## config.mk

```make
export PLATFORM = sky130hd
export DESIGN_NAME = pcr_top
export DESIGN_NICKNAME = d
export VERILOG_FILES = /design/src/design/pcr_pkg.sv /design/src/design/pcr_top.sv /design/src/design/pcr_ref_gen.sv
export SDC_FILE = /design/constraint.sdc
export NUM_CORES = 1
export LEC_CHECK = 0
export BUFFER_PORTS_ARGS = -buffer_cell sky130_fd_sc_hd__buf_2
export CAP_MARGIN = 10
export CORE_AREA = 2 2 124 126
export CTS_BUF_LIST = sky130_fd_sc_hd__clkbuf_8
export DETAILED_ROUTE_END_ITERATION = 7
export DIE_AREA = 0 0 126 128
export PLACE_DENSITY = 0.5
export SLEW_MARGIN = 10
export SYNTH_ARGS = -nofsm -noshare
export SYNTH_HDL_FRONTEND = slang
export SYNTH_SLANG_ARGS = --single-unit
```

## constraint.sdc

```tcl
create_clock -name clock -period 0.8 [get_ports clock]
set_clock_uncertainty 0.05 [all_clocks]
set_input_delay 0.04 -clock clock [delete_from_list [all_inputs] [get_ports clock]]
set_output_delay 0.04 -clock clock [all_outputs]
set_load 0.01 [all_outputs]
```

## src/design/pcr_pkg.sv

```systemverilog
// package: register map, field layout, reset values and encodings of the pll control block
`default_nettype none
package pcr_pkg;
	localparam int          PCR_CLOCK_HZ        = 25000000;
	localparam int          PCR_ADDR_W          = 8;
	localparam int          PCR_DATA_W          = 8;

	// register indices
	localparam logic [7:0]  PCR_REG_CTRL        = 8'h00;
	localparam logic [7:0]  PCR_REG_PUMP        = 8'h01;
	localparam logic [7:0]  PCR_REG_DELAY       = 8'h04;
	localparam logic [7:0]  PCR_REG_RES         = 8'h05;
	localparam logic [7:0]  PCR_REG_CLKDIV      = 8'h06;
	localparam logic [7:0]  PCR_REG_OSC         = 8'h07;
	localparam logic [7:0]  PCR_REG_SOFTRST     = 8'h08;
	localparam logic [7:0]  PCR_REG_STATUS      = 8'h12;
	localparam logic [7:0]  PCR_REG_INT_STATUS  = 8'h13;
	localparam logic [7:0]  PCR_REG_INT_MASK    = 8'h14;

	// field positions
	localparam int          PCR_F_FORCE_ON      = 0;
	localparam int          PCR_F_PUMP_POL      = 1;
	localparam int          PCR_F_SYNC_INV      = 2;
	localparam int          PCR_F_LOCKREF_LO    = 6;
	localparam int          PCR_F_CURRENT_LO    = 0;
	localparam int          PCR_F_VCO_LO        = 4;
	localparam int          PCR_F_OFFSET_LO     = 0;
	localparam int          PCR_F_FILTER        = 7;
	localparam int          PCR_F_RES_LO        = 0;
	localparam int          PCR_F_CLKDIV_LO     = 6;
	localparam int          PCR_F_OSCDIV_LO     = 0;
	localparam int          PCR_F_PHASE_REF     = 7;
	localparam int          PCR_F_LOCK          = 1;

	// reset values
	localparam logic [7:0]  PCR_RST_CTRL        = 8'h01;
	localparam logic [7:0]  PCR_RST_PUMP        = 8'h00;
	localparam logic [7:0]  PCR_RST_DELAY       = 8'h00;
	localparam logic [7:0]  PCR_RST_RES         = 8'h00;
	localparam logic [7:0]  PCR_RST_CLKDIV      = 8'h00;
	localparam logic [7:0]  PCR_RST_OSC         = 8'h01;
	localparam logic [7:0]  PCR_RST_MASK        = 8'h00;

	// codes
	localparam logic [3:0]  PCR_SOFTRST_KEY     = 4'ha;
	localparam logic [1:0]  PCR_LR_LOW          = 2'h0;
	localparam logic [1:0]  PCR_LR_LOCK         = 2'h1;
	localparam logic [1:0]  PCR_LR_RSVD         = 2'h2;
	localparam logic [1:0]  PCR_LR_SYNC_REF     = 2'h3;
	localparam logic [2:0]  PCR_CURRENT_RSVD    = 3'h7;
	localparam logic [1:0]  PCR_RES_16          = 2'h0;
	localparam logic [1:0]  PCR_RES_32          = 2'h1;
	localparam logic [1:0]  PCR_RES_RSVD        = 2'h2;
	localparam logic [1:0]  PCR_RES_64          = 2'h3;
	localparam logic [6:0]  PCR_ELEM_16         = 7'h10;
	localparam logic [6:0]  PCR_ELEM_32         = 7'h20;
	localparam logic [6:0]  PCR_ELEM_64         = 7'h40;
	localparam logic [5:0]  PCR_MAX_16          = 6'h0f;
	localparam logic [5:0]  PCR_MAX_32          = 6'h1f;
	localparam logic [5:0]  PCR_MAX_64          = 6'h3f;
	localparam logic [6:0]  PCR_OSC_MIN         = 7'h01;
	localparam logic [6:0]  PCR_CURRENT_UNIT    = 7'h01;
	localparam logic [4:0]  PCR_VCO_UNIT        = 5'h02;
	localparam logic [3:0]  PCR_CLKDIV_UNIT     = 4'h1;

	// interrupt status bits
	localparam int          PCR_I_LOCK_CHANGE   = 0;
	localparam int          PCR_I_PUMP_OFF      = 1;
	localparam int          PCR_I_DELAY_LOAD    = 2;
	localparam int          PCR_I_COUNT         = 3;

	typedef enum logic [2:0] {
		PCR_PUMP_OFF  = 3'b001,
		PCR_PUMP_WAIT = 3'b010,
		PCR_PUMP_ON   = 3'b100
	} pcr_pump_state_type;
endpackage : pcr_pkg
`default_nettype wire

```

## src/design/pcr_top.sv

```systemverilog
// pll control: pump gating, lock/ref mux, divider encodings, delay resolution, reference, registers
//
// Contract
// - The pump is on when forced on (default), otherwise only while the hold input matches the level chosen by the polarity bit.
// - The pump turns off at once without a clock when gating fails and back on at the second sync edge after gating returns.
// - lock_ref_out gives low, lock, reserved, sync xor inversion, or the divided reference according to the two-bit select and phase reference bit.
// - The output clock divider code selects divide by 1, 2, 4 or 8, divide by 1 after reset.
// - The pump current code selects 1 to 64 microamps in powers of two, code 111 being reserved.
// - The VCO divider code selects 2 (default), 4, 8 or 16.
// - The delay resolution code selects 16, 32 or 64 elements with maxima 0F, 1F, 3F, code 10 being reserved.
// - The delay resolution is a shadow that reaches the working register only on writing low nibble A to register 8.
// - The reference is high for exactly one oscillator period.
// - The reference is low for count plus one oscillator periods, count zero being reserved.
// - The phase detector takes the divided reference instead of sync when the phase reference bit is set.
// - Filter bit 0 selects the external loop filter and 1 the internal one.
// - A read-only status bit shows 1 while locked and 0 while unlocked.
//
// The plain strobed port and the placing of the registers were left to the implementer.
`default_nettype none
module pcr_top
	import pcr_pkg::*;
#(
	parameter int OSC_COUNT_W = 7
) (
	input  wire logic        clock,
	input  wire logic        reset_n,
	input  wire logic [7:0]  reg_addr,
	input  wire logic [7:0]  reg_wdata,
	input  wire logic        reg_write,
	input  wire logic        reg_read,
	output var  logic [7:0]  reg_rdata,
	input  wire logic        hold_input,
	input  wire logic        sync_in,
	input  wire logic        pll_locked,
	output var  logic        pump_enable,
	output var  logic [6:0]  pump_current_ua,
	output var  logic [4:0]  vco_div_ratio,
	output var  logic [3:0]  clk_div_ratio,
	output var  logic [6:0]  phase_delay_elements,
	output var  logic [5:0]  phase_delay_line,
	output var  logic        phase_delay_bypass,
	output var  logic        filter_internal,
	output var  logic        detector_input,
	output var  logic        lock_ref_out,
	output var  logic        irq
);
	logic [7:0]         ctrl_reg;
	logic [7:0]         pump_reg;
	logic [2:0]         current_work_reg;
	logic [7:0]         delay_reg;
	logic [1:0]         res_shadow_reg;
	logic [1:0]         res_work_reg;
	logic [7:0]         clkdiv_reg;
	logic [7:0]         osc_reg;
	logic [PCR_I_COUNT-1:0] int_status_reg;
	logic [PCR_I_COUNT-1:0] int_mask_reg;
	logic [PCR_I_COUNT-1:0] int_event;
	logic [7:0]         rdata_next;
	logic               locked_reg;
	logic               sync_prev_reg;
	logic               sync_rise;
	logic               pump_gate_ok;
	logic               pump_clr_n;
	logic               pump_prev_reg;
	logic               delay_load;
	logic               ref_signal;
	logic               lock_ref_next;
	logic [1:0]         lockref_sel;
	logic [5:0]         delay_max;
	logic [5:0]         phase_delay_offset;
	pcr_pump_state_type pump_state_reg;

	logic               wr_ctrl;
	logic               wr_pump;
	logic               wr_delay;
	logic               wr_res;
	logic               wr_clkdiv;
	logic               wr_osc;
	logic               wr_softrst;
	logic               wr_int_status;
	logic               wr_int_mask;

	// write enables, decoded once from the bus so every reader sees the same strobe
	assign wr_ctrl       = reg_write && (reg_addr == PCR_REG_CTRL);
	assign wr_pump       = reg_write && (reg_addr == PCR_REG_PUMP);
	assign wr_delay      = reg_write && (reg_addr == PCR_REG_DELAY);
	assign wr_res        = reg_write && (reg_addr == PCR_REG_RES);
	assign wr_clkdiv     = reg_write && (reg_addr == PCR_REG_CLKDIV);
	assign wr_osc        = reg_write && (reg_addr == PCR_REG_OSC);
	assign wr_softrst    = reg_write && (reg_addr == PCR_REG_SOFTRST);
	assign wr_int_status = reg_write && (reg_addr == PCR_REG_INT_STATUS);
	assign wr_int_mask   = reg_write && (reg_addr == PCR_REG_INT_MASK);

	// ---------------------------------------------------------------- registers
	always_ff @(posedge clock or negedge reset_n) begin
		if (!reset_n) begin
			ctrl_reg   <= PCR_RST_CTRL;
			pump_reg   <= PCR_RST_PUMP;
			delay_reg  <= PCR_RST_DELAY;
			clkdiv_reg <= PCR_RST_CLKDIV;
			osc_reg    <= PCR_RST_OSC;
		end else begin
			if (wr_ctrl)
				ctrl_reg <= reg_wdata;
			if (wr_pump)
				pump_reg <= reg_wdata;
			if (wr_delay)
				delay_reg <= reg_wdata;
			if (wr_clkdiv)
				clkdiv_reg <= reg_wdata;
			if (wr_osc)
				osc_reg <= reg_wdata;
		end
	end

	// pump current working copy only follows valid codes
	always_ff @(posedge clock or negedge reset_n) begin
		if (!reset_n) begin
			current_work_reg <= PCR_RST_PUMP[PCR_F_CURRENT_LO +: 3];
		end else if (wr_pump &&
		             reg_wdata[PCR_F_CURRENT_LO +: 3] != PCR_CURRENT_RSVD) begin
			current_work_reg <= reg_wdata[PCR_F_CURRENT_LO +: 3];
		end
	end

	// delay resolution: shadow written by software, working copy loaded by soft reset
	assign delay_load = wr_softrst && (reg_wdata[3:0] == PCR_SOFTRST_KEY);

	always_ff @(posedge clock or negedge reset_n) begin
		if (!reset_n) begin
			res_shadow_reg <= PCR_RST_RES[PCR_F_RES_LO +: 2];
			res_work_reg   <= PCR_RST_RES[PCR_F_RES_LO +: 2];
		end else begin
			if (wr_res)
				res_shadow_reg <= reg_wdata[PCR_F_RES_LO +: 2];
			if (delay_load && res_shadow_reg != PCR_RES_RSVD)
				res_work_reg <= res_shadow_reg;
		end
	end

	// ---------------------------------------------------------------- pump gating
	always_comb begin
		if (ctrl_reg[PCR_F_FORCE_ON])
			pump_gate_ok = 1'b1;
		else if (ctrl_reg[PCR_F_PUMP_POL])
			pump_gate_ok = !hold_input;
		else
			pump_gate_ok = hold_input;
	end

	// gating failure clears the pump without waiting for a clock edge
	assign pump_clr_n = reset_n & pump_gate_ok;

	always_ff @(posedge clock or negedge reset_n) begin
		if (!reset_n) begin
			sync_prev_reg <= 1'b0;
		end else begin
			sync_prev_reg <= sync_in;
		end
	end

	assign sync_rise = sync_in && !sync_prev_reg;

	always_ff @(posedge clock or negedge pump_clr_n) begin
		if (!pump_clr_n) begin
			pump_state_reg <= PCR_PUMP_OFF;
			pump_enable    <= 1'b0;
		end else begin
			case (pump_state_reg)
				PCR_PUMP_OFF: begin
					pump_enable <= 1'b0;
					if (ctrl_reg[PCR_F_FORCE_ON]) begin
						pump_state_reg <= PCR_PUMP_ON;
						pump_enable    <= 1'b1;
					end else if (sync_rise) begin
						pump_state_reg <= PCR_PUMP_WAIT;
					end
				end
				PCR_PUMP_WAIT: begin
					pump_enable <= 1'b0;
					if (ctrl_reg[PCR_F_FORCE_ON] || sync_rise) begin
						pump_state_reg <= PCR_PUMP_ON;
						pump_enable    <= 1'b1;
					end
				end
				PCR_PUMP_ON: begin
					pump_enable <= 1'b1;
				end
				default: begin
					pump_state_reg <= PCR_PUMP_OFF;
					pump_enable    <= 1'b0;
				end
			endcase
		end
	end

	// ---------------------------------------------------------------- reference
	pcr_ref_gen #(
		.COUNT_W   (OSC_COUNT_W)
	) u_ref_gen (
		.clock     (clock),
		.reset_n   (reset_n),
		.low_count (osc_reg[PCR_F_OSCDIV_LO +: OSC_COUNT_W]),
		.ref_out   (ref_signal)
	);

	// ---------------------------------------------------------------- lock and mux
	assign lockref_sel = ctrl_reg[PCR_F_LOCKREF_LO +: 2];

	always_comb begin
		case (lockref_sel)
			PCR_LR_LOW:      lock_ref_next = 1'b0;
			PCR_LR_LOCK:     lock_ref_next = pll_locked;
			PCR_LR_SYNC_REF: lock_ref_next = osc_reg[PCR_F_PHASE_REF] ? ref_signal
			                                 : (sync_in ^ ctrl_reg[PCR_F_SYNC_INV]);
			default:         lock_ref_next = 1'b0;
		endcase
	end

	always_ff @(posedge clock or negedge reset_n) begin
		if (!reset_n) begin
			lock_ref_out   <= 1'b0;
			detector_input <= 1'b0;
		end else begin
			lock_ref_out   <= lock_ref_next;
			detector_input <= osc_reg[PCR_F_PHASE_REF] ? ref_signal : sync_in;
		end
	end

	always_ff @(posedge clock or negedge reset_n) begin
		if (!reset_n) begin
			locked_reg <= 1'b0;
		end else begin
			locked_reg <= pll_locked;
		end
	end

	// ---------------------------------------------------------------- analog settings
	always_comb begin
		case (res_work_reg)
			PCR_RES_32: delay_max = PCR_MAX_32;
			PCR_RES_64: delay_max = PCR_MAX_64;
			default:    delay_max = PCR_MAX_16;
		endcase
	end

	assign phase_delay_offset = delay_reg[PCR_F_OFFSET_LO +: 6];

	always_ff @(posedge clock or negedge reset_n) begin
		if (!reset_n) begin
			pump_current_ua      <= PCR_CURRENT_UNIT;
			vco_div_ratio        <= PCR_VCO_UNIT;
			clk_div_ratio        <= PCR_CLKDIV_UNIT;
			phase_delay_elements <= PCR_ELEM_16;
			phase_delay_line     <= '0;
			phase_delay_bypass   <= 1'b1;
			filter_internal      <= 1'b0;
		end else begin
			pump_current_ua <= PCR_CURRENT_UNIT << current_work_reg;
			vco_div_ratio   <= PCR_VCO_UNIT << pump_reg[PCR_F_VCO_LO +: 2];
			clk_div_ratio   <= PCR_CLKDIV_UNIT << clkdiv_reg[PCR_F_CLKDIV_LO +: 2];
			case (res_work_reg)
				PCR_RES_32: phase_delay_elements <= PCR_ELEM_32;
				PCR_RES_64: phase_delay_elements <= PCR_ELEM_64;
				default:    phase_delay_elements <= PCR_ELEM_16;
			endcase
			// selection is clamped to the last element of the chosen line
			phase_delay_line   <= (phase_delay_offset > delay_max) ? delay_max
			                                                       : phase_delay_offset;
			phase_delay_bypass <= (phase_delay_offset == '0);
			filter_internal    <= delay_reg[PCR_F_FILTER];
		end
	end

	// ---------------------------------------------------------------- interrupts
	always_ff @(posedge clock or negedge reset_n) begin
		if (!reset_n) begin
			pump_prev_reg <= 1'b0;
		end else begin
			pump_prev_reg <= pump_enable;
		end
	end

	assign int_event[PCR_I_LOCK_CHANGE] = locked_reg != pll_locked;
	assign int_event[PCR_I_PUMP_OFF]    = pump_prev_reg && !pump_enable;
	assign int_event[PCR_I_DELAY_LOAD]  = delay_load;

	// a new event wins over a write-one clear in the same cycle
	always_ff @(posedge clock or negedge reset_n) begin
		if (!reset_n) begin
			int_status_reg <= '0;
		end else if (wr_int_status) begin
			int_status_reg <= (int_status_reg & ~reg_wdata[PCR_I_COUNT-1:0]) | int_event;
		end else begin
			int_status_reg <= int_status_reg | int_event;
		end
	end

	// the mask only gates the irq line; status bits still collect events
	always_ff @(posedge clock or negedge reset_n) begin
		if (!reset_n) begin
			int_mask_reg <= PCR_RST_MASK[PCR_I_COUNT-1:0];
		end else if (wr_int_mask) begin
			int_mask_reg <= reg_wdata[PCR_I_COUNT-1:0];
		end
	end

	always_ff @(posedge clock or negedge reset_n) begin
		if (!reset_n) begin
			irq <= 1'b0;
		end else begin
			irq <= |(int_status_reg & int_mask_reg);
		end
	end

	// ---------------------------------------------------------------- read port
	always_comb begin
		rdata_next = 8'h00;
		case (reg_addr)
			PCR_REG_CTRL:       rdata_next = ctrl_reg;
			PCR_REG_PUMP:       rdata_next = pump_reg;
			PCR_REG_DELAY:      rdata_next = delay_reg;
			PCR_REG_RES:        rdata_next = {6'h00, res_shadow_reg};
			PCR_REG_CLKDIV:     rdata_next = clkdiv_reg;
			PCR_REG_OSC:        rdata_next = osc_reg;
			PCR_REG_STATUS:     rdata_next[PCR_F_LOCK] = locked_reg;
			PCR_REG_INT_STATUS: rdata_next[PCR_I_COUNT-1:0] = int_status_reg;
			PCR_REG_INT_MASK:   rdata_next[PCR_I_COUNT-1:0] = int_mask_reg;
			default:            rdata_next = 8'h00;
		endcase
	end

	// data stands only in the cycle after the read strobe
	always_ff @(posedge clock or negedge reset_n) begin
		if (!reset_n) begin
			reg_rdata <= 8'h00;
		end else if (reg_read) begin
			reg_rdata <= rdata_next;
		end else begin
			reg_rdata <= 8'h00;
		end
	end
endmodule : pcr_top
`default_nettype wire

```

## src/design/pcr_ref_gen.sv

```systemverilog
// reference generator: one oscillator period high, (count + 1) periods low
`default_nettype none
module pcr_ref_gen
	import pcr_pkg::*;
#(
	parameter int COUNT_W = 7
) (
	input  wire logic               clock,
	input  wire logic               reset_n,
	input  wire logic [COUNT_W-1:0] low_count,
	output var  logic               ref_out
);
	logic [COUNT_W:0] low_left_reg;
	logic [COUNT_W:0] low_load;

	// a count of zero is reserved; it is run as the shortest legal count
	assign low_load = (low_count == '0) ? {1'b0, COUNT_W'(PCR_OSC_MIN)} + 1'b1
	                                    : {1'b0, low_count} + 1'b1;

	always_ff @(posedge clock or negedge reset_n) begin
		if (!reset_n) begin
			ref_out      <= 1'b0;
			low_left_reg <= '0;
		end else if (ref_out) begin
			ref_out      <= 1'b0;
			low_left_reg <= low_load - 1'b1;
		end else if (low_left_reg == '0) begin
			ref_out      <= 1'b1;
			low_left_reg <= '0;
		end else begin
			low_left_reg <= low_left_reg - 1'b1;
		end
	end
endmodule : pcr_ref_gen
`default_nettype wire

```

==> impl_results.md <==
- Register bit total from synthesis: 106
- YS warnings: 0
- Mapped Area: 0.00505 mm²
- Min Tclk post-route: 1.97 ns
- Routed WL per cell: 16.3 µm
- GRT Residual Overflow: 0
- Nets: 663
- Final setup viols: 135
- Compound-cell area share of the yosys netlist: 8.50%
- Die Footprint: 0.0161 mm²
- Final worst slack: -1.17 ns
- # DRC: 0
- Dpl cells: 781
- Worst setup EP type: register
- Layout overhead on the synthesized area: 54.2%
- Largest area contributor in the netlist: dfrtp_1
- CP bufs+invs: 1
- Drt first pass iters: 6
- Initial Utilization: 34.0%
- Total track usage: 17.2%
- Clock buffer depth: 2
- Async S/R FF share, synth: 100%
- Die Y: 128 µm
- Post-synth top flop: dfrtp_1
- Via count: 3986
- Core ar.: 0.0149 mm²
- Half-perimeter wire length after placement: 9770 µm
- Top-count cell post-synth: dfrtp_1
- Non-Filler Instances: 826
- Leakage power: 3.74 nW
- Vias in the first global route: 4157
- Setup Slack @ Placement: -1.21 ns
- Design area: 0.00779 mm²
- Top delay family on crit path: compound AO/OA/AOI/OAI gates
- Antenna violations before repair: 0
- CP Data Arrival Time: 2.18 ns
- Maximum fanout along the worst path: 3
- Inserted Clock Buffers: 9
- IO Port Bufs: 60
- Clk sinks: 106
- Synth Area in XOR/XNOR: 3.12%
- Worst hold margin: -0.0275 ns
- Mapped Cells: 429
- Largest net degree at the start of global routing: 36
- # hold bufs at CTS: 9
- Synth Area in Adders: 1.73%
- Top cells by count, synth: 98 x dfrtp_1, 59 x mux2_2, 31 x nand2_1
- Mean Syn Cell Area: 11.8 µm²
- Worst-skew pair later-pin latency: 0.38 ns
- Worst-path cell chain: inv_2, ha_4, nor4b_4, a2111o_1, a2111oi_4, xor2_1, mux2i_1
- Power, Total: 0.0132 W
- Worst path required time: 1.02 ns
- Seq/Total Area, Yosys: 52.7%
- Top post-synthesis cells by area: dfrtp_1 49%, mux2_2 13%, dfstp_2 4.2%, nand2_1 2.3%, xnor2_1 1.9%
- Pwr dens: 1700 mW/mm²
- Global-route wire length before repair: 21600 µm
- Largest family of logic cells by synthesized area: multiplexers
- Failing checks: negative hold slack, negative setup slack
- CP peak stage delay: 0.57 ns
- Crit Path Class: reg -> reg
- Fraction of layout cells with a size suffix above 1: 60.2%
- Peak VDD IR: 0.881 mV
- Status: complete, but fails checks
- Drt via density: 4.83
- Simple-gate share of the synthesized area: 15.0%
- RSZ-0062 raised after global routing: true
- Fin. Hold Viols: 1
- Area post-placement: 0.00668 mm²
- Crit share post-route: 246%
- Hold Crit Class: in -> reg
- Post-synthesis cell type count: 61
- # rows: 45
- Slowest-stage cell, CP: dfstp_2
- Crit start category: register
- Yosys top cell area share: 48.6%
- Final WL: 13500 µm
- Root Driver: clkbuf_8
- Highest clock rate: 508 MHz
- Post-route ant nets: 0
- Maxcap violations: 0
- Max H-tree Level: 3
- Final GP Congestion: 0.852
- I/O pin total: 66
- CTS tree: done
- Multiplexer area fraction after synthesis: 15.4%
- Detailed Route Iter0 Violations: 166
- Reg clk slew, reported paths: 0.10 ns
- # diodes: 0
- Die span in x: 126 µm
- Final Max Slew Viols: 0
- Number of enable flip-flop cells after synthesis: 0
==> layout make-up <==
type,count,area [µm²]
Fill cell,1328,7080
Multi-Input combinational cell,291,2820
Sequential cell,106,2670
Timing Repair Buffer,212,1830
Tap cell,188,235
Clock buffer,9,124
Clock inverter,7,62.6
Inverter,13,51.3
==> timing repair <==
item / CTS / global route
hold endpoints to repair: 133 / 3
gates resized for setup: 113 / 50
setup buffers: 14 / 10
endpoints found under the setup margin: 135 / 138
pin swaps: 45 / 30
==> cells by family (layout without fill, tap and decap cells) <==
group,after synthesis,in the layout
AOI/OAI and AO/OA,62,62
xor gates and xnor gates,18,18
adders and majority gates,7,7
buffers and inverters,36,241
DFF,106,106
muxes,69,69
other,1,5
and+or+nand+nor,130,130
==> worst register-to-register path, stage by stage, from the launching register on <==
cell and delay (ns):
dfstp_2 0.57, inv_2 0.06, ha_4 0.14, nor4b_4 0.12, a2111o_1 0.44, a2111oi_4 0.23, xor2_1 0.17, mux2i_1 0.08
==> layout by cell type, fill, tap and decap left out, types with 9 or more instances in the layout <==
cell type,instances
buf_4,96
a21oi_2,11
dfrtp_1,92
clkbuf_8,9
mux2i_1,9
dlygate4sd3_1,9
mux2_2,42
nand2_1,25
inv_1,9
buf_6,53
nor2_1,18
buf_2,43
mux2_4,17
==> metal layers <==
layer,global-route usage (%),up-vias,part of all wire [%]
met5,0,-,0
met1,21.8,1975,45
met2,29.6,63,50
met3,3.67,17,3.7
met4,5.04,0,1.3
li1,-,1931,-
==> path summary, 6_finish.rpt <==
check / start / end / slack, ns / cells past startpoint
max in group asynchronous: ctrl_reg[0]$_DFFE_PN1P_ / pump_state_reg[0]$_DFFE_PN1P_ / -0.10 / 4
min in group asynchronous: reset_n / osc_reg[1]$_DFFE_PN0P_ / 0.01 / 2
worst max register to register: osc_reg[0]$_DFFE_PN1P_ / u_ref_gen.low_left_reg[7]$_DFF_PN0_ / -1.17 / 7
worst min-delay path: reg_addr[4] / reg_rdata[1]$_DFF_PN0_ / -0.03 / 3
worst max-delay path: osc_reg[0]$_DFFE_PN1P_ / u_ref_gen.low_left_reg[7]$_DFF_PN0_ / -1.17 / 7
worst min register to register: ctrl_reg[1]$_DFFE_PN0P_ / pump_state_reg[2]$_DFFE_PN0P_ / 0.42 / 3
==> stage by stage <==
stage	TNS, ns	utilization (%)
2_1_floorplan	-40.91	-
3_3_place_gp	-55.41	45.0
3_5_place_dp	-56.58	45.0
4_1_cts	-37.00	50.6
5_1_grt	-42.42	52.4
6_report	-37.27	52.4
==> power by group <==
group	switching (W)	leakage, nW	internal, W
Combinational	0.00157	2.25	0.00208
Clock	0.00186	0.103	0.00142
Sequential	0.000436	1.39	0.00585
Total	0.00386	3.74	0.00935
No activity file was read; power rests on OpenSTA's default activity.
